[src/common/eip_pkg.sv]
package eip_pkg;

  // ----------------------------------------------------------------
  // Sizes
  // ----------------------------------------------------------------
  localparam int unsigned NUM_SRC = 4;
  localparam int unsigned ADDR_W  = 10;

  // ----------------------------------------------------------------
  // Register indices; byte address is four times the index
  // ----------------------------------------------------------------
  localparam logic [7:0] IDX_SOURCE_ENABLE = 8'he8;
  localparam logic [7:0] IDX_PRIO_HIGH     = 8'hf7;
  localparam logic [7:0] IDX_PRIO_LOW      = 8'hf8;
  localparam logic [7:0] IDX_EVENT_STATUS  = 8'hfa;
  localparam logic [7:0] IDX_EVENT_MASK    = 8'hfb;
  localparam logic [7:0] IDX_ARB_VIEW      = 8'hfc;
  localparam logic [7:0] IDX_RAW_VIEW      = 8'hfd;

  // ----------------------------------------------------------------
  // Field positions: source n sits at bit (SRC_FIELD_MSB - n)
  // ----------------------------------------------------------------
  localparam logic [2:0] BIT_EDGE      = 3'h7;
  localparam logic [2:0] BIT_UNDERFLOW = 3'h6;
  localparam logic [2:0] BIT_BRAKE     = 3'h5;
  localparam logic [2:0] BIT_WATCHDOG  = 3'h4;
  localparam logic [2:0] SRC_FIELD_MSB = BIT_EDGE;
  localparam logic [2:0] SRC_FIELD_LSB = BIT_WATCHDOG;
  localparam logic [2:0] VIEW_VALID_BIT = 3'h4;

  // Source numbers
  localparam logic [1:0] SRC_EDGE      = 2'h0;
  localparam logic [1:0] SRC_UNDERFLOW = 2'h1;
  localparam logic [1:0] SRC_BRAKE     = 2'h2;
  localparam logic [1:0] SRC_WATCHDOG  = 2'h3;

  // ----------------------------------------------------------------
  // Reset values
  // ----------------------------------------------------------------
  localparam logic [3:0] RST_ENABLE  = 4'h0;
  localparam logic [3:0] RST_PRIO_HI = 4'h0;
  localparam logic [3:0] RST_PRIO_LO = 4'h0;
  localparam logic [3:0] RST_MASK    = 4'h0;
  localparam logic [3:0] RST_STATUS  = 4'h0;

  // Avalon response codes
  localparam logic [1:0] RESP_OKAY   = 2'h0;
  localparam logic [1:0] RESP_SLVERR = 2'h2;

  // ----------------------------------------------------------------
  // Types
  // ----------------------------------------------------------------
  typedef logic [NUM_SRC-1:0] eip_srcvec_t;

  typedef struct packed {
    logic       valid;
    logic [1:0] source;
    logic [1:0] level;
  } eip_grant_t;

endpackage

[src/rtl/eip_event_capture.sv]
`timescale 1ns/100ps
module eip_event_capture
(
  // Clock and reset
  input  wire logic                 core_clk,
  input  wire logic                 rstn,
  // Raw request levels and software clear
  input  wire eip_pkg::eip_srcvec_t reqRaw,
  input  wire eip_pkg::eip_srcvec_t clearOnes,
  // Sticky event bits
  output      eip_pkg::eip_srcvec_t status
);

  typedef struct packed {
    eip_pkg::eip_srcvec_t prev;
    eip_pkg::eip_srcvec_t status;
  } eip_cap_state_t;

  eip_cap_state_t st_r;
  eip_cap_state_t st_nxt;

  // ----------------------------------------------------------------
  // Per source rising edge detect; a new event beats a clear
  // ----------------------------------------------------------------
  always_comb
  begin
    st_nxt      = st_r;
    st_nxt.prev = reqRaw;
    for (int i = 0; i < eip_pkg::NUM_SRC; i++)
    begin
      if (reqRaw[i] && !st_r.prev[i])
        st_nxt.status[i] = 1'b1;
      else if (clearOnes[i])
        st_nxt.status[i] = 1'b0;
    end
  end

  always_ff @(posedge core_clk or negedge rstn)
  begin
    if (!rstn)
    begin
      st_r.prev   <= '0;
      st_r.status <= eip_pkg::RST_STATUS;
    end
    else
      st_r <= st_nxt;
  end

  assign status = st_r.status;

endmodule

[src/rtl/eip_prio_arbiter.sv]
`timescale 1ns/100ps
module eip_prio_arbiter
(
  // Gated requests and priority bits
  input  wire eip_pkg::eip_srcvec_t reqGated,
  input  wire eip_pkg::eip_srcvec_t prioHi,
  input  wire eip_pkg::eip_srcvec_t prioLo,
  // Winner
  output      eip_pkg::eip_grant_t  grant
);

  // ----------------------------------------------------------------
  // Highest two-bit level wins; equal levels go to the lower source
  // number, so edge detect beats watchdog at the same level
  // ----------------------------------------------------------------
  always_comb
  begin
    logic [1:0] lvl;
    grant = '0;
    lvl   = 2'h0;
    for (int i = 0; i < eip_pkg::NUM_SRC; i++)
    begin
      lvl = {prioHi[i], prioLo[i]};
      if (reqGated[i] && (!grant.valid || lvl > grant.level))
      begin
        grant.valid  = 1'b1;
        grant.source = i[1:0];
        grant.level  = lvl;
      end
    end
  end

endmodule

[src/rtl/eip_irq_ctrl.sv]
// The Avalon-MM interface to the registers was left to the implementer.
`timescale 1ns/100ps
module eip_irq_ctrl
#(
  parameter int unsigned ADDR_W = eip_pkg::ADDR_W
)
(
  // Clock and reset
  input  wire logic                 core_clk,
  input  wire logic                 rstn,

  // Avalon-MM slave
  input  wire logic [ADDR_W-1:0]    address,
  input  wire logic                 read,
  input  wire logic                 write,
  input  wire logic [3:0]           byteenable,
  input  wire logic [31:0]          writedata,
  output      logic [31:0]          readdata,
  output      logic [1:0]           response,
  output      logic                 waitrequest,

  // Peripheral request levels, same clock domain
  input  wire logic                 edgeDetectReq,
  input  wire logic                 pwmUnderflowReq,
  input  wire logic                 brakeReq,
  input  wire logic                 watchdogReq,

  // Toward the CPU interrupt sequencer
  output      eip_pkg::eip_srcvec_t cpuPending,
  output      eip_pkg::eip_grant_t  cpuGrant,

  // Event interrupt
  output      logic                 irq
);

  // ----------------------------------------------------------------
  // State
  // ----------------------------------------------------------------
  typedef struct packed {
    eip_pkg::eip_srcvec_t enable;
    eip_pkg::eip_srcvec_t prioHi;
    eip_pkg::eip_srcvec_t prioLo;
    eip_pkg::eip_srcvec_t mask;
    logic                 waitReq;
    logic [7:0]           rdByte;
    logic [1:0]           resp;
    eip_pkg::eip_srcvec_t pending;
    eip_pkg::eip_grant_t  grant;
    logic                 irq;
  } eip_top_state_t;

  eip_top_state_t st_r;
  eip_top_state_t st_nxt;

  // ----------------------------------------------------------------
  // Request gathering
  // ----------------------------------------------------------------
  eip_pkg::eip_srcvec_t reqRaw;
  eip_pkg::eip_srcvec_t reqGated;
  eip_pkg::eip_srcvec_t status;
  eip_pkg::eip_srcvec_t clearOnes;
  eip_pkg::eip_grant_t  grantNow;

  always_comb
  begin
    reqRaw                          = '0;
    reqRaw[eip_pkg::SRC_EDGE]       = edgeDetectReq;
    reqRaw[eip_pkg::SRC_UNDERFLOW]  = pwmUnderflowReq;
    reqRaw[eip_pkg::SRC_BRAKE]      = brakeReq;
    reqRaw[eip_pkg::SRC_WATCHDOG]   = watchdogReq;
  end

  // Each source passes only while its enable bit is set
  always_comb
  begin
    reqGated = '0;
    reqGated[eip_pkg::SRC_EDGE] =
      reqRaw[eip_pkg::SRC_EDGE] && st_r.enable[eip_pkg::SRC_EDGE];
    reqGated[eip_pkg::SRC_UNDERFLOW] =
      reqRaw[eip_pkg::SRC_UNDERFLOW] && st_r.enable[eip_pkg::SRC_UNDERFLOW];
    reqGated[eip_pkg::SRC_BRAKE] =
      reqRaw[eip_pkg::SRC_BRAKE] && st_r.enable[eip_pkg::SRC_BRAKE];
    reqGated[eip_pkg::SRC_WATCHDOG] =
      reqRaw[eip_pkg::SRC_WATCHDOG] && st_r.enable[eip_pkg::SRC_WATCHDOG];
  end

  // ----------------------------------------------------------------
  // Sticky events and arbitration
  // ----------------------------------------------------------------
  eip_event_capture u_capture
  (
    .core_clk  (core_clk),
    .rstn      (rstn),
    .reqRaw    (reqRaw),
    .clearOnes (clearOnes),
    .status    (status)
  );

  eip_prio_arbiter u_arbiter
  (
    .reqGated (reqGated),
    .prioHi   (st_r.prioHi),
    .prioLo   (st_r.prioLo),
    .grant    (grantNow)
  );

  // ----------------------------------------------------------------
  // Field mapping between byte layout and source vector
  // ----------------------------------------------------------------
  function automatic eip_pkg::eip_srcvec_t field_to_src(input logic [7:0] b);
    eip_pkg::eip_srcvec_t v;
    v = '0;
    for (int i = 0; i < eip_pkg::NUM_SRC; i++)
      v[i] = b[eip_pkg::SRC_FIELD_MSB - i[2:0]];
    return v;
  endfunction

  // Reserved low nibble always reads back zero
  function automatic logic [7:0] src_to_field(input eip_pkg::eip_srcvec_t v);
    logic [7:0] b;
    b = 8'h00;
    for (int i = 0; i < eip_pkg::NUM_SRC; i++)
      b[eip_pkg::SRC_FIELD_MSB - i[2:0]] = v[i];
    return b;
  endfunction

  // ----------------------------------------------------------------
  // Address decode
  // ----------------------------------------------------------------
  logic       lowBits;
  logic [7:0] idx;
  logic       hitEnable;
  logic       hitPrioHi;
  logic       hitPrioLo;
  logic       hitStatus;
  logic       hitMask;
  logic       hitArbView;
  logic       hitRawView;
  logic       mapped;
  logic       wrAccept;
  logic       laneZero;
  logic [7:0] wrByte;

  always_comb
  begin
    lowBits    = |address[1:0];
    idx        = address[ADDR_W-1:2];
    hitEnable  = !lowBits && (idx == eip_pkg::IDX_SOURCE_ENABLE);
    hitPrioHi  = !lowBits && (idx == eip_pkg::IDX_PRIO_HIGH);
    hitPrioLo  = !lowBits && (idx == eip_pkg::IDX_PRIO_LOW);
    hitStatus  = !lowBits && (idx == eip_pkg::IDX_EVENT_STATUS);
    hitMask    = !lowBits && (idx == eip_pkg::IDX_EVENT_MASK);
    hitArbView = !lowBits && (idx == eip_pkg::IDX_ARB_VIEW);
    hitRawView = !lowBits && (idx == eip_pkg::IDX_RAW_VIEW);
    mapped     = hitEnable || hitPrioHi || hitPrioLo || hitStatus
              || hitMask || hitArbView || hitRawView;
    // A write lands only at the edge where waitrequest is seen low
    wrAccept   = write && !st_r.waitReq;
    laneZero   = byteenable[0];
    wrByte     = writedata[7:0];
  end

  // ----------------------------------------------------------------
  // Access strobes
  // ----------------------------------------------------------------
  logic accTaken;
  logic wrEnable;
  logic wrPrioHi;
  logic wrPrioLo;
  logic wrStatus;
  logic wrMask;

  // An access is taken at the first edge that sees it while idle; a
  // write with lane zero switched off is answered but changes nothing,
  // so the master never waits on a lane it did not enable
  always_comb
  begin
    accTaken = (read || write) && st_r.waitReq;
    wrEnable = wrAccept && laneZero && hitEnable;
    wrPrioHi = wrAccept && laneZero && hitPrioHi;
    wrPrioLo = wrAccept && laneZero && hitPrioLo;
    wrStatus = wrAccept && laneZero && hitStatus;
    wrMask   = wrAccept && laneZero && hitMask;
  end

  // Status clear pulses for write-one-to-clear
  always_comb
  begin
    clearOnes = '0;
    if (wrStatus)
      clearOnes = field_to_src(wrByte);
  end

  // ----------------------------------------------------------------
  // Read data selection
  // ----------------------------------------------------------------
  logic [7:0] arbView;
  logic [7:0] rdMux;

  // The view shows the registered grant, as the sequencer sees it
  always_comb
  begin
    arbView                          = 8'h00;
    arbView[eip_pkg::VIEW_VALID_BIT] = st_r.grant.valid;
    arbView[3:2]                     = st_r.grant.level;
    arbView[1:0]                     = st_r.grant.source;
  end

  // Unmapped and unaligned addresses read back zero
  always_comb
  begin
    rdMux = 8'h00;
    unique case (1'b1)
      hitEnable:  rdMux = src_to_field(st_r.enable);
      hitPrioHi:  rdMux = src_to_field(st_r.prioHi);
      hitPrioLo:  rdMux = src_to_field(st_r.prioLo);
      hitStatus:  rdMux = src_to_field(status);
      hitMask:    rdMux = src_to_field(st_r.mask);
      hitArbView: rdMux = arbView;
      hitRawView: rdMux = src_to_field(reqRaw);
      default:    rdMux = 8'h00;
    endcase
  end

  // ----------------------------------------------------------------
  // Bus answer
  // ----------------------------------------------------------------
  logic [1:0] respNow;
  logic [7:0] rdNow;

  // An unmapped access is still answered, with an error code, so a
  // stray address can never hang the master
  always_comb
  begin
    respNow = mapped ? eip_pkg::RESP_OKAY : eip_pkg::RESP_SLVERR;
    rdNow   = read ? rdMux : 8'h00;
  end

  // ----------------------------------------------------------------
  // Event interrupt
  // ----------------------------------------------------------------
  eip_pkg::eip_srcvec_t irqCause;
  logic                 irqNow;

  // Status bits are set whether or not the source is enabled; only
  // the mask decides whether they reach irq
  always_comb
  begin
    irqCause = status & st_r.mask;
    irqNow   = |irqCause;
  end

  // ----------------------------------------------------------------
  // Next state
  // ----------------------------------------------------------------
  always_comb
  begin
    st_nxt = st_r;

    // One wait cycle per access, then waitrequest drops for one cycle
    st_nxt.waitReq = !accTaken;

    // Answer is loaded at the taking edge and stands while waitrequest is low
    if (accTaken)
    begin
      st_nxt.resp   = respNow;
      st_nxt.rdByte = rdNow;
    end

    // Only bits 7-4 are stored, so bits 3-0 written have no effect
    if (wrEnable)
    begin
      st_nxt.enable = field_to_src(wrByte);
    end
    if (wrPrioHi)
    begin
      st_nxt.prioHi = field_to_src(wrByte);
    end
    if (wrPrioLo)
    begin
      st_nxt.prioLo = field_to_src(wrByte);
    end
    if (wrMask)
    begin
      st_nxt.mask = field_to_src(wrByte);
    end

    // Outputs toward the sequencer lag the sources by one cycle; pending
    // and grant move on the same edge, so a grant never names an idle source
    st_nxt.pending = reqGated;
    st_nxt.grant   = grantNow;
    st_nxt.irq     = irqNow;
  end

  // ----------------------------------------------------------------
  // Registers
  // ----------------------------------------------------------------
  // Reset leaves every source masked at level zero
  always_ff @(posedge core_clk or negedge rstn)
  begin
    if (!rstn)
    begin
      st_r.enable  <= eip_pkg::RST_ENABLE;
      st_r.prioHi  <= eip_pkg::RST_PRIO_HI;
      st_r.prioLo  <= eip_pkg::RST_PRIO_LO;
      st_r.mask    <= eip_pkg::RST_MASK;
      st_r.waitReq <= 1'b1;
      st_r.rdByte  <= 8'h00;
      st_r.resp    <= eip_pkg::RESP_OKAY;
      st_r.pending <= '0;
      st_r.grant   <= '0;
      st_r.irq     <= 1'b0;
    end
    else
      st_r <= st_nxt;
  end

  // ----------------------------------------------------------------
  // Outputs
  // ----------------------------------------------------------------
  // Every output is a register field, nothing combinational leaves
  assign readdata    = {24'h000000, st_r.rdByte};
  assign response    = st_r.resp;
  assign waitrequest = st_r.waitReq;
  assign cpuPending  = st_r.pending;
  assign cpuGrant    = st_r.grant;
  assign irq         = st_r.irq;

endmodule

[config.mk]
export PLATFORM = sky130hd
export DESIGN_NAME = eip_irq_ctrl
export DESIGN_NICKNAME = d
export VERILOG_FILES = /design/src/common/eip_pkg.sv /design/src/rtl/eip_event_capture.sv /design/src/rtl/eip_prio_arbiter.sv /design/src/rtl/eip_irq_ctrl.sv
export SDC_FILE = /design/constraint.sdc
export NUM_CORES = 1
export LEC_CHECK = 0
export BUFFER_PORTS_ARGS = -buffer_cell sky130_fd_sc_hd__buf_2
export CAP_MARGIN = 20
export CORE_ASPECT_RATIO = 0.9
export CORE_MARGIN = 1.5
export CORE_UTILIZATION = 35
export CTS_CLUSTER_SIZE = 10
export DETAILED_ROUTE_END_ITERATION = 8
export PLACE_DENSITY = 0.6
export REMOVE_ABC_BUFFERS = 1
export SLEW_MARGIN = 10
export SYNTH_ARGS = -nofsm -noshare
export SYNTH_HDL_FRONTEND = slang
export SYNTH_HIERARCHICAL = 1
export SYNTH_SLANG_ARGS = --single-unit
[constraint.sdc]
create_clock -name core_clk -period 8.6 [get_ports core_clk]
set_input_delay 0.86 -clock core_clk [delete_from_list [all_inputs] [get_ports core_clk]]
set_output_delay 0.86 -clock core_clk [all_outputs]
set_load 0.02 [all_outputs]
**Word level (Yosys, flattened, before mapping)**

Index checks and enable logic that the tools add are counted.

- $lt $le $gt $ge: 3
- Equality and inequality tests: 7
- Muxes and demuxes: 16
- Bitwise logic cells: 1
- Reduce and logical (&&, ||, !) cells: 52

Operators by type and width:

| operator | count |
|---|---|
| == test 8 bit (second input constant) | 7 |
| case mux 8 bit (7 select lines) | 1 |
| logical AND 1 bit | 26 |
| two-way mux 5 bit | 4 |
| logical NOT 1 bit | 10 |
| logical OR 1 bit | 10 |
| two-way mux 1 bit | 8 |
| two-way mux 8 bit | 1 |
| nonzero test 2 bit | 4 |
| > comparator 2 bit | 3 |
| AND 4 bit | 1 |
| two-way mux 4 bit | 1 |
| OR reduction 4 bit | 1 |
| two-way mux 2 bit | 1 |
| OR reduction 2 bit | 1 |

- Register bits after elaboration: 45
- Output and inout port bits: 45

**Logic depth before layout (Yosys ltp)**

Gate-level depths: netlist (run 1).

- Depth in word-level cells: 14
- Mapped depth: 17
- Depth with buffers taken out: 17

**By module**

Netlist (run 1), hierarchy kept.

By module, submodules not included:

| module | times used | cells an instance | area each (µm²) | sequential area each (µm²) |
|---|---|---|---|---|
| eip_irq_ctrl | 1 | 179 | 2,005.7 | 902.1 |
| eip_event_capture | 1 | 24 | 310.3 | 200.2 |
| eip_prio_arbiter | 1 | 38 | 275.3 | 0.0 |

**Worst setup path before layout (run 1)**

No wires, ideal clock.

- Kind: input to register
- From: in edgeDetectReq
- To: reg st_r (netlist bit cpuGrant[1])
- Setup time: 125 ps
- Data arrival time: 4,456 ps
- Required time: 8,475 ps
- Path slack: 4,019 ps
- Cell stages on the path: 17
- Path buffers: 0
- Cell sequence: and2_1 nand2_1 ha_1 nor2b_1 o311a_1 a32oi_1 ha_1 nor2b_1 a2bb2oi_1 o21ai_0 mux2i_1 inv_1 ha_1 a21oi_1 a21oi_1 o21ai_0 mux2_2

RTL lines:

| what | RTL line | text |
|---|---|---|
| from (decl) | eip_irq_ctrl.sv:23 | `input wire logic edgeDetectReq,` |
| to (signal assigned) | eip_irq_ctrl.sv:315 | `st_r <= st_nxt;` |
| to (decl) | eip_irq_ctrl.sv:52 | `eip_top_state_t st_r;` |

==> flow_summary.toml, run 1 <==
[critical_path]
crit_arrival_ns = 5.10
cpMostUsedCell = "ha_1"
r2r_slack_ns = 4.01
crit_path_max_fanout = 8
cp-start-kind = "input pin"
r2r-start = "st_r[33]"
worstPathRequired_ns = 8.79
cp_cell_sequence = "buf_2, and2_1, nand2_1, ha_1, nor2b_1, o311a_1, a32oi_1, ha_1, nor2b_1, a2bb2oi_1, o21ai_0, mux2i_1, inv_1, ha_1, a21oi_1, a21oi_1, o21ai_0, mux2_2"
r2r_end = "cpuGrant[1]"
crit_type = "input pin to flop"
critical-path-slowest-cell = "o21ai_0"
cp_slowest_stage_delay_ns = 0.48
crit_path_end_kind = "flop"
ff2ff_path_depth = 17

[routing]
drtIter0Drc = 45
vias = 1648
viasPerCell = 4.60
wirelength_mm = 5.06
drtPass1Iterations = 4
wire_per_inst_um = 14.1
drc = 0
drt.antenna.violating_nets = 0

[synth]
yosys_warnings = 6
synth.distinct_cells = 48
syn-instance-count = 241
synth_edf_count = 0
synth_flop_cell = "dfrtp_1"
syn_area_mm2 = 0.00259
synth-seq-cells = 44
synth-async-reset-ratio_pct = 100
syn_avg_cell_area_um2 = 10.8
ys_seq_area_share_pct = 42.5

[global_routing]
grt_max_degree = 45
grt_first_pass_wirelength_mm = 8.23
grtUsageTotal_pct = 13.7
grt_overflow = 0
grt_pass1_vias = 1664
antenna_found_initial = 0

[clocking]
clkTransAtPathRegs_ns = 0.09
postCtsSetupBuffers = 0
ctsRootBufferMaster = "clkbuf_8"
cts.repair.resized = 0
numCtsBuffers = 5
postCtsHoldBufs = 0
h-tree-depth = 2
clkSinkCount = 44
cts_tree = "done"
cts_buffer_depth = 2
clock_latency_ns = 0.31

[power]
internal-power_uw = 307
seqPwrFrac_pct = 51.2
comb_power_share_pct = 9.8
power_frac_clock_pct = 39.0
p_sw_share_pct = 25.7
p_total_uw = 413
p_switching_uw = 106
vdd_ir_drop_max_uv = 59.4
power_density_mw_per_mm2 = 150
leakage_nw = 1.41

[cells_and_area]
drive_gt1_share_pct = 34.0
finalInstanceArea_mm2 = 0.00276
diodes = 0
areaGrowthSynthToFinish_pct = 6.37
final_nets = 324

[floorplan]
die_x_um = 93.7
io-pin-count = 99
dieArea_mm2 = 0.00793
rows = 29
core_area_mm2 = 0.00711
die_h_um = 84.6
initial_core_util_pct = 36.4

[sta]
final.setup.tns_ns = 0
relSlewSlack_pct = 53.5
min_period_over_period_pct = 57.0
finalHoldViolations = 0
finalSetupViolCount = 0
min_period_ns = 4.91
max_freq_ghz = 0.204
worst_pin_slew_ns = 0.690
skew_ns = 0.00819
rsz0062_at_grt = "false"
drv_slew = 0

[placement]
gp_congestion = 0.793
io_buffers = 42
placedInstanceArea_mm2 = 0.00263
dp_hpwl_mm = 3.80

[run]
cap_viol_max_count = 0

[worst_hold_path]
whs_endpoint = "u_capture/status[3]"
hp-start = "u_capture/st_r[7]"
min_path_cells = 1
hold_path.class = "flop to flop"

[status]
status = "completed"
==> worst max-delay path by stage <==
stage	endpoint	start	cells after the start
CTS	cpuGrant[1]	edgeDetectReq	18
finish	cpuGrant[1]	edgeDetectReq	18
global route	cpuGrant[1]	edgeDetectReq	18
floorplan	cpuGrant[1]	edgeDetectReq	17
global placement	cpuGrant[1]	edgeDetectReq	18
detailed placement	cpuGrant[1]	edgeDetectReq	18
==> critical path: cells and delay by family <==
kind                       cells  cell delay [ns]
AOI/OAI and AO/OA              7             1.78
buffers and inverters          2             0.19
muxes                          2             0.69
and+or+nand+nor                4             0.68
adders and majority gates      3             0.89
==> cell usage in the layout (no fill, tap or decap), types with 2 or more instances in the layout <==
master	instances
a22oi_1	2
and2_1	9
o22ai_2	4
a21oi_1	5
conb_1	25
ha_1	6
nor2_1	5
nor2b_1	2
a221oi_1	3
nor3_1	5
inv_1	16
mux2_2	16
nand2_1	16
o2bb2ai_1	3
mux2i_1	6
dfrtp_1	43
clkbuf_8	5
nand3b_1	2
nand3_1	2
mux2_4	6
a22o_1	5
buf_2	43
o21ai_0	9
==> kinds of logic (layout without fill, tap and decap cells) <==
| family | Yosys count | count (layout) | synth area share [%] |
|---|---|---|---|
| multiplexers | 28 | 28 | 12.7 |
| AO/OA/AOI/OAI | 39 | 39 | 11.5 |
| flip-flops | 44 | 44 | 42.5 |
| other | 1 | 25 | 0.145 |
| buffers and inverters | 69 | 69 | 17.4 |
| adder cells (fa/ha/maj) | 6 | 6 | 2.90 |
| AND/OR/NAND/NOR | 54 | 54 | 12.7 |
==> final cells by class <==
type,count,area (um2)
Fill cell,747,4360
Multi-Input combinational cell,152,1130
Sequential cell,44,1100
Timing Repair Buffer,44,235
Tap cell,93,116
Clock buffer,5,68.8
Inverter,17,63.8
Clock inverter,3,42.5
==> through the flow <==
step           hold slack, ns  setup WS (ns)  util, %  std cells
2_1_floorplan           0.425           4.02        -        213
3_3_place_gp            0.426           3.41     36.8        348
3_5_place_dp            0.432           3.36     36.9        349
4_1_cts                 0.445           3.67     38.5        357
5_1_grt                 0.456           3.31     38.8        358
6_report                0.444           3.69     38.8        358
==> per-layer routing <==
| layer | GRT usage [%] | wire, um | up-vias |
|---|---|---|---|
| met5 | 0 | 0 | - |
| met4 | 5.16 | 57 | 0 |
| met3 | 3.17 | 279 | 5 |
| met2 | 20.1 | 2150 | 50 |
| met1 | 19.4 | 2570 | 784 |
| li1 | - | - | 809 |
==> Yosys cell counts, types with 3 or more instances <==
master,n,area (um2)
buf_4,47,353
dfrtp_1,43,1080
inv_1,16,60.1
mux2_2,16,180
nand2_1,16,60.1
and2_1,9,56.3
o21ai_0,9,45.0
ha_1,6,75.1
mux2_4,6,90.1
mux2i_1,6,60.1
a21oi_1,5,25.0
a22o_1,5,43.8
nor2_1,5,18.8
nor3_1,5,25.0
o22ai_2,4,50.1
a221oi_1,3,26.3
o2bb2ai_1,3,26.3
==> flip-flops by register name (all words and copies together), names as in the netlist <==
register,flops
u_capture/status,4
readdata,8
cpuPending,4
cpuGrant,5
response,1
st_r,16
irq,1
waitrequest,1
u_capture/st_r,4
==> power groups by stage <==
stage / clock, mW / sequential [mW] / combinational (mW)
floorplan: 0 / 0.218 / 0.0193
global placement: 0 / 0.216 / 0.0389
detailed placement: 0 / 0.216 / 0.0397
CTS: 0.168 / 0.212 / 0.0399
global route: 0.175 / 0.212 / 0.0453
finish: 0.161 / 0.212 / 0.0406
No activity file was read; power rests on OpenSTA's default activity.
==> run 2, diff against run 1 <==
==> constraint.sdc (replaced) <==
create_clock -name core_clk -period 4.87 [get_ports core_clk]
set_input_delay 0.487 -clock core_clk [delete_from_list [all_inputs] [get_ports core_clk]]
set_output_delay 0.487 -clock core_clk [all_outputs]
set_load 0.02 [all_outputs]
==> flow_summary.toml, run 2 (synthesis gave the netlist of run 1 again) <==
[status]
status = "completed"

[clocking]
postCtsSetupBuffers = 0
cts.repair.resized = 0
clock_latency_ns = 0.30
clkSinkCount = 44
clkTransAtPathRegs_ns = 0.08
ctsRootBufferMaster = "clkbuf_8"
cts_buffer_depth = 2
postCtsHoldBufs = 0
cts_tree = "done"
numCtsBuffers = 5
h-tree-depth = 2

[global_routing]
grt_pass1_vias = 1636
grt_overflow = 0
antenna_found_initial = 0
grt_first_pass_wirelength_mm = 8.30
grtUsageTotal_pct = 13.8
grt_max_degree = 45

[sta]
finalSetupViolCount = 0
final.setup.tns_ns = 0
worst_pin_slew_ns = 0.737
drv_slew = 0
min_period_ns = 4.19
skew_ns = 0.00206
rsz0062_at_grt = "false"
finalHoldViolations = 0
min_period_over_period_pct = 86.1
max_freq_ghz = 0.238
relSlewSlack_pct = 50.4

[floorplan]
rows = 29
initial_core_util_pct = 36.4
dieArea_mm2 = 0.00793
io-pin-count = 99
die_h_um = 84.6
core_area_mm2 = 0.00711
die_x_um = 93.7

[critical_path]
critical-path-slowest-cell = "dfrtp_1"
worstPathRequired_ns = 5.06
cp-start-kind = "flop"
cpMostUsedCell = "ha_1"
cp_slowest_stage_delay_ns = 0.37
critical-path-top-delay-family = "compound AO/OA/AOI/OAI gates"
crit_buf_inv = 3
crit_arrival_ns = 4.38
cp_cell_sequence = "and2_1, nand2_1, ha_1, nor2b_1, o311a_1, a32oi_1, ha_1, nor2b_1, a2bb2oi_1, o21ai_0, buf_4, mux2i_1, inv_1, ha_1, a21oi_1, a21oi_1, o21ai_0, buf_4, mux2_2"
crit_type = "flop to flop"
crit_path_end_kind = "flop"
crit_path_max_fanout = 8

[routing]
wire_per_inst_um = 13.8
drtIter0Drc = 32
viasPerCell = 4.71
drt.antenna.violating_nets = 0
wirelength_mm = 4.96
vias = 1696
drc = 0
drtPass1Iterations = 4

[run]
cap_viol_max_count = 0

[cells_and_area]
drive_gt1_share_pct = 34.1
regMostFlops = "st_r"
diodes = 0
areaGrowthSynthToFinish_pct = 7.10
mostFrequentLayoutCells = "dfrtp_1 (43), buf_2 (43), conb_1 (25)"
final_nets = 326
largest_reg_flops = 16

[placement]
dp_hpwl_mm = 3.77
gp_congestion = 0.794
io_buffers = 42

[power]
p_total_uw = 727
power_density_mw_per_mm2 = 262
vdd_ir_drop_max_uv = 92.8
leakage_nw = 1.42

[worst_hold_path]
hold_path.class = "input pin to asynchronous set/reset pin"
run 2: cell count changes in the layout (fill, tap and decap cells not counted):
cell	before	now
buf_12	1	0
clkbuf_1	0	1
buf_4	0	2
buf_16	0	1
clkinvlp_4	1	0
run 2: cell type report:
class | count | area, um2
Fill cell | 726 | 4340
Clock buffer | 6 | 72.6
Inverter | 17 | 63.8
Tap cell | 93 | 116
Clock inverter | 2 | 35.0
Timing Repair Buffer | 46 | 258
Sequential cell | 44 | 1100
Multi-Input combinational cell | 152 | 1130
run 2: per-layer routing:
layer	vias to the layer above	track usage, %	part of all wire (%)
met2	54	20.0	42
met3	10	3.26	6.0
li1	815	-	-
met5	-	0	0
met4	0	5.43	2.0
met1	817	19.7	50
run 2: worst register-to-register path: cells and delay by family, from the launching register on:
| family | cells | cell delay (ns) |
|---|---|---|
| and+or+nand+nor | 4 | 0.72 |
| DFF | 1 | 0.37 |
| buffers and inverters | 3 | 0.37 |
| adders and majority gates | 3 | 0.90 |
| AOI/OAI and AO/OA | 7 | 1.17 |
| muxes | 2 | 0.56 |
run 2: through the flow:
| stage | hold WS, ns | instance area, um2 | worst slack [ns] | cells | utilization [%] |
|---|---|---|---|---|---|
| 6_report | 0.165 | 2780 | 0.677 | 360 | 39.0 |
| 5_1_grt | 0.212 | 2780 | 0.348 | 360 | 39.0 |
| 4_1_cts | 0.337 | 2750 | 0.704 | 359 | 38.6 |
| 3_5_place_dp | 0.434 | 2640 | 0.451 | 351 | 37.1 |
| 3_3_place_gp | 0.426 | 2640 | 0.474 | 350 | 37.1 |
| 2_1_floorplan | 0.191 | 2290 | 0.662 | 213 | - |
run 2: power by group:
group          switching, mW  internal, mW  total (mW)
combinational         0.0518        0.0206      0.0723
clock                  0.128         0.152       0.281
sequential           0.00285         0.371       0.374
run 2: path summary, 6_finish.rpt:
check / from / endpoint / slack, ns / cells after the start
worst max-delay path: st_r[33] / cpuGrant[1] / 0.68 / 19
worst min-delay path: rstn / readdata[7] / 0.17 / 1
worst max register to register: st_r[33] / cpuGrant[1] / 0.68 / 19
worst min register to register: u_capture/st_r[4] / u_capture/status[0] / 0.44 / 1
max in group asynchronous: rstn / waitrequest / 4.13 / 2
min in group core_clk: brakeReq / u_capture/st_r[6] / 0.34 / 1
==> run 3, diff against run 2 <==
--- a/config.mk
+++ b/config.mk
@@ -5,6 +5,7 @@
 export SDC_FILE = /design/constraint.sdc
 export NUM_CORES = 1
 export LEC_CHECK = 0
+export ABC_AREA = 1
 export BUFFER_PORTS_ARGS = -buffer_cell sky130_fd_sc_hd__buf_2
 export CAP_MARGIN = 20
 export CORE_ASPECT_RATIO = 0.9
==> flow_summary.toml, run 3 <==
[global_routing]
grt_overflow = 0
antenna_found_initial = 0
grt_pass1_vias = 1908
grtUsageTotal_pct = 14.6
grt_max_degree = 45
grt_first_pass_wirelength_mm = 9.38

[synth]
syn_avg_cell_area_um2 = 7.56
synth_flop_cell = "dfrtp_1"
ys_seq_area_share_pct = 40.0
synth_commonest_cells = "nand2_1 (113), buf_4 (47), dfrtp_1 (43)"
yosys_warnings = 6
synth-async-reset-ratio_pct = 100
synth-seq-cells = 44
syn-instance-count = 365
synth_area_leaders = "dfrtp_1 (39%), nand2_1 (15%), buf_4 (13%)"
yosysMostFrequentCell = "nand2_1"
synth_edf_count = 0
syn_area_mm2 = 0.00276
synth.distinct_cells = 28
synth_top_area_share_pct = 39.0
synth_top_area_cell = "dfrtp_1"

[cells_and_area]
finalNonFillerCells = 485
largest_reg_flops = 16
areaGrowthSynthToFinish_pct = 7.21
regMostFlops = "st_r"
fillers = 820
final_nets = 449
diodes = 0
mostFrequentLayoutCells = "nand2_1 (113), dfrtp_1 (43), buf_2 (42)"
layout_commonest_cell = "nand2_1"
drive_gt1_share_pct = 20.1

[sta]
skew_ns = 0.00490
relSlewSlack_pct = 63.3
worst_pin_slew_ns = 0.549
final.setup.tns_ns = 0
rsz0062_at_grt = "false"
finalHoldViolations = 0
min_period_ns = 3.37
min_period_over_period_pct = 69.3
max_freq_ghz = 0.296
drv_slew = 0
finalSetupViolCount = 0

[routing]
wire_per_inst_um = 11.7
drt.antenna.violating_nets = 0
drtPass1Iterations = 4
drtIter0Drc = 85
drc = 0
wirelength_mm = 5.66
vias = 2165
viasPerCell = 4.46

[floorplan]
initial_core_util_pct = 36.4
die_h_um = 87.2
rows = 30
core_area_mm2 = 0.00758
io-pin-count = 99
die_x_um = 96.6
dieArea_mm2 = 0.00842

[clocking]
clock_latency_ns = 0.29
numCtsBuffers = 5
cts_buffer_depth = 2
postCtsSetupBuffers = 0
clkTransAtPathRegs_ns = 0.08
cts_tree = "done"
clkSinkCount = 44
postCtsHoldBufs = 0
cts.repair.resized = 0
h-tree-depth = 2
ctsRootBufferMaster = "clkbuf_8"

[critical_path]
cpMostUsedCell = "nand2_1"
crit_type = "flop to flop"
ff2ff_path_depth = 28
r2r_end = "cpuGrant[0]"
worstPathRequired_ns = 5.06
crit_path_max_fanout = 5
critical-path-slowest-cell = "dfrtp_1"
crit_arrival_ns = 3.56
crit_path_end_kind = "flop"
cp-start-kind = "flop"
cp_slowest_stage_delay_ns = 0.38
r2r-start = "st_r[33]"
r2r_slack_ns = 1.50

[worst_hold_path]
hold_path.class = "input pin to asynchronous set/reset pin"

[status]
status = "completed"

[power]
comb_power_share_pct = 10.2
power_frac_clock_pct = 41.8
internal-power_uw = 591
power_density_mw_per_mm2 = 263
seqPwrFrac_pct = 48.0
p_switching_uw = 187
p_sw_share_pct = 24.1
leakage_nw = 1.68
vdd_ir_drop_max_uv = 103

[placement]
gp_congestion = 0.865
dp_hpwl_mm = 4.42
io_buffers = 42
dp_cells = 477

[run]
cap_viol_max_count = 0
## run 3: area by class of cell
type	count	area, um2	share of cell area, %
Multi-Input combinational cell	247	1190	40.2
Sequential cell	44	1100	37.3
Timing Repair Buffer	44	238	8.04
Inverter	47	180	6.09
Tap cell	96	120	4.06
Clock buffer	5	68.8	2.33
Clock inverter	2	60.1	2.03
## run 3: worst max-delay path: cells and delay by family, from the launching register on
kind / cells / cell delay [ns]
buf+inv: 4 / 0.33
simple gates: 19 / 1.44
compound gates: 2 / 0.26
fa+ha+maj: 3 / 0.86
flops: 1 / 0.38
## run 3: how the worst max path moves through the flow
stage,startpoint,to,slack [ns],cells past startpoint
floorplan,edgeDetectReq,cpuGrant[1],1.75,28
global placement,edgeDetectReq,cpuGrant[1],1.31,29
detailed placement,edgeDetectReq,cpuGrant[0],1.23,29
CTS,st_r[33],cpuGrant[0],1.47,28
global route,st_r[33],cpuGrant[0],1.09,28
finish,st_r[33],cpuGrant[0],1.50,28
## run 3: metal layers
| layer | routed length, um | part of all wire (%) | global-route usage, % |
|---|---|---|---|
| met2 | 2480 | 44 | 22.9 |
| met3 | 278 | 4.9 | 3.58 |
| met1 | 2880 | 51 | 20.7 |
| met4 | 17 | 0.30 | 2.37 |
| met5 | 0 | 0 | 0 |
## run 3: through the flow
stage          util [%]  setup WS, ns  hold slack (ns)  instance area (um2)  total power [mW]
6_report           39.0          1.50            0.130                 2960             0.778
5_1_grt            39.0          1.09            0.153                 2960             0.818
4_1_cts            38.7          1.47            0.345                 2940             0.788
3_5_place_dp       37.0          1.23            0.463                 2810             0.459
3_3_place_gp       37.0          1.31            0.454                 2810             0.458
2_1_floorplan         -          1.75            0.191                 2470             0.426
## run 3: logic make-up (layout without fill, tap and decap cells)
family / count (synthesis) / in the layout / synth area share, %
buf+inv: 98 / 98 / 20.2
fa+ha+maj: 6 / 6 / 2.72
flops: 44 / 44 / 40.0
simple gates: 196 / 196 / 33.2
compound gates: 20 / 20 / 3.72
other cells: 1 / 25 / 0.136
## run 3: power by group through the flow
| stage | Clock, mW | Sequential, mW | Combinational, mW |
|---|---|---|---|
| after detailed placement | 0 | 0.381 | 0.0782 |
| after global routing | 0.353 | 0.375 | 0.0905 |
| after CTS | 0.336 | 0.374 | 0.0784 |
| final | 0.325 | 0.374 | 0.0793 |
| after global placement | 0 | 0.381 | 0.0775 |
| after floorplan | 0 | 0.384 | 0.0420 |
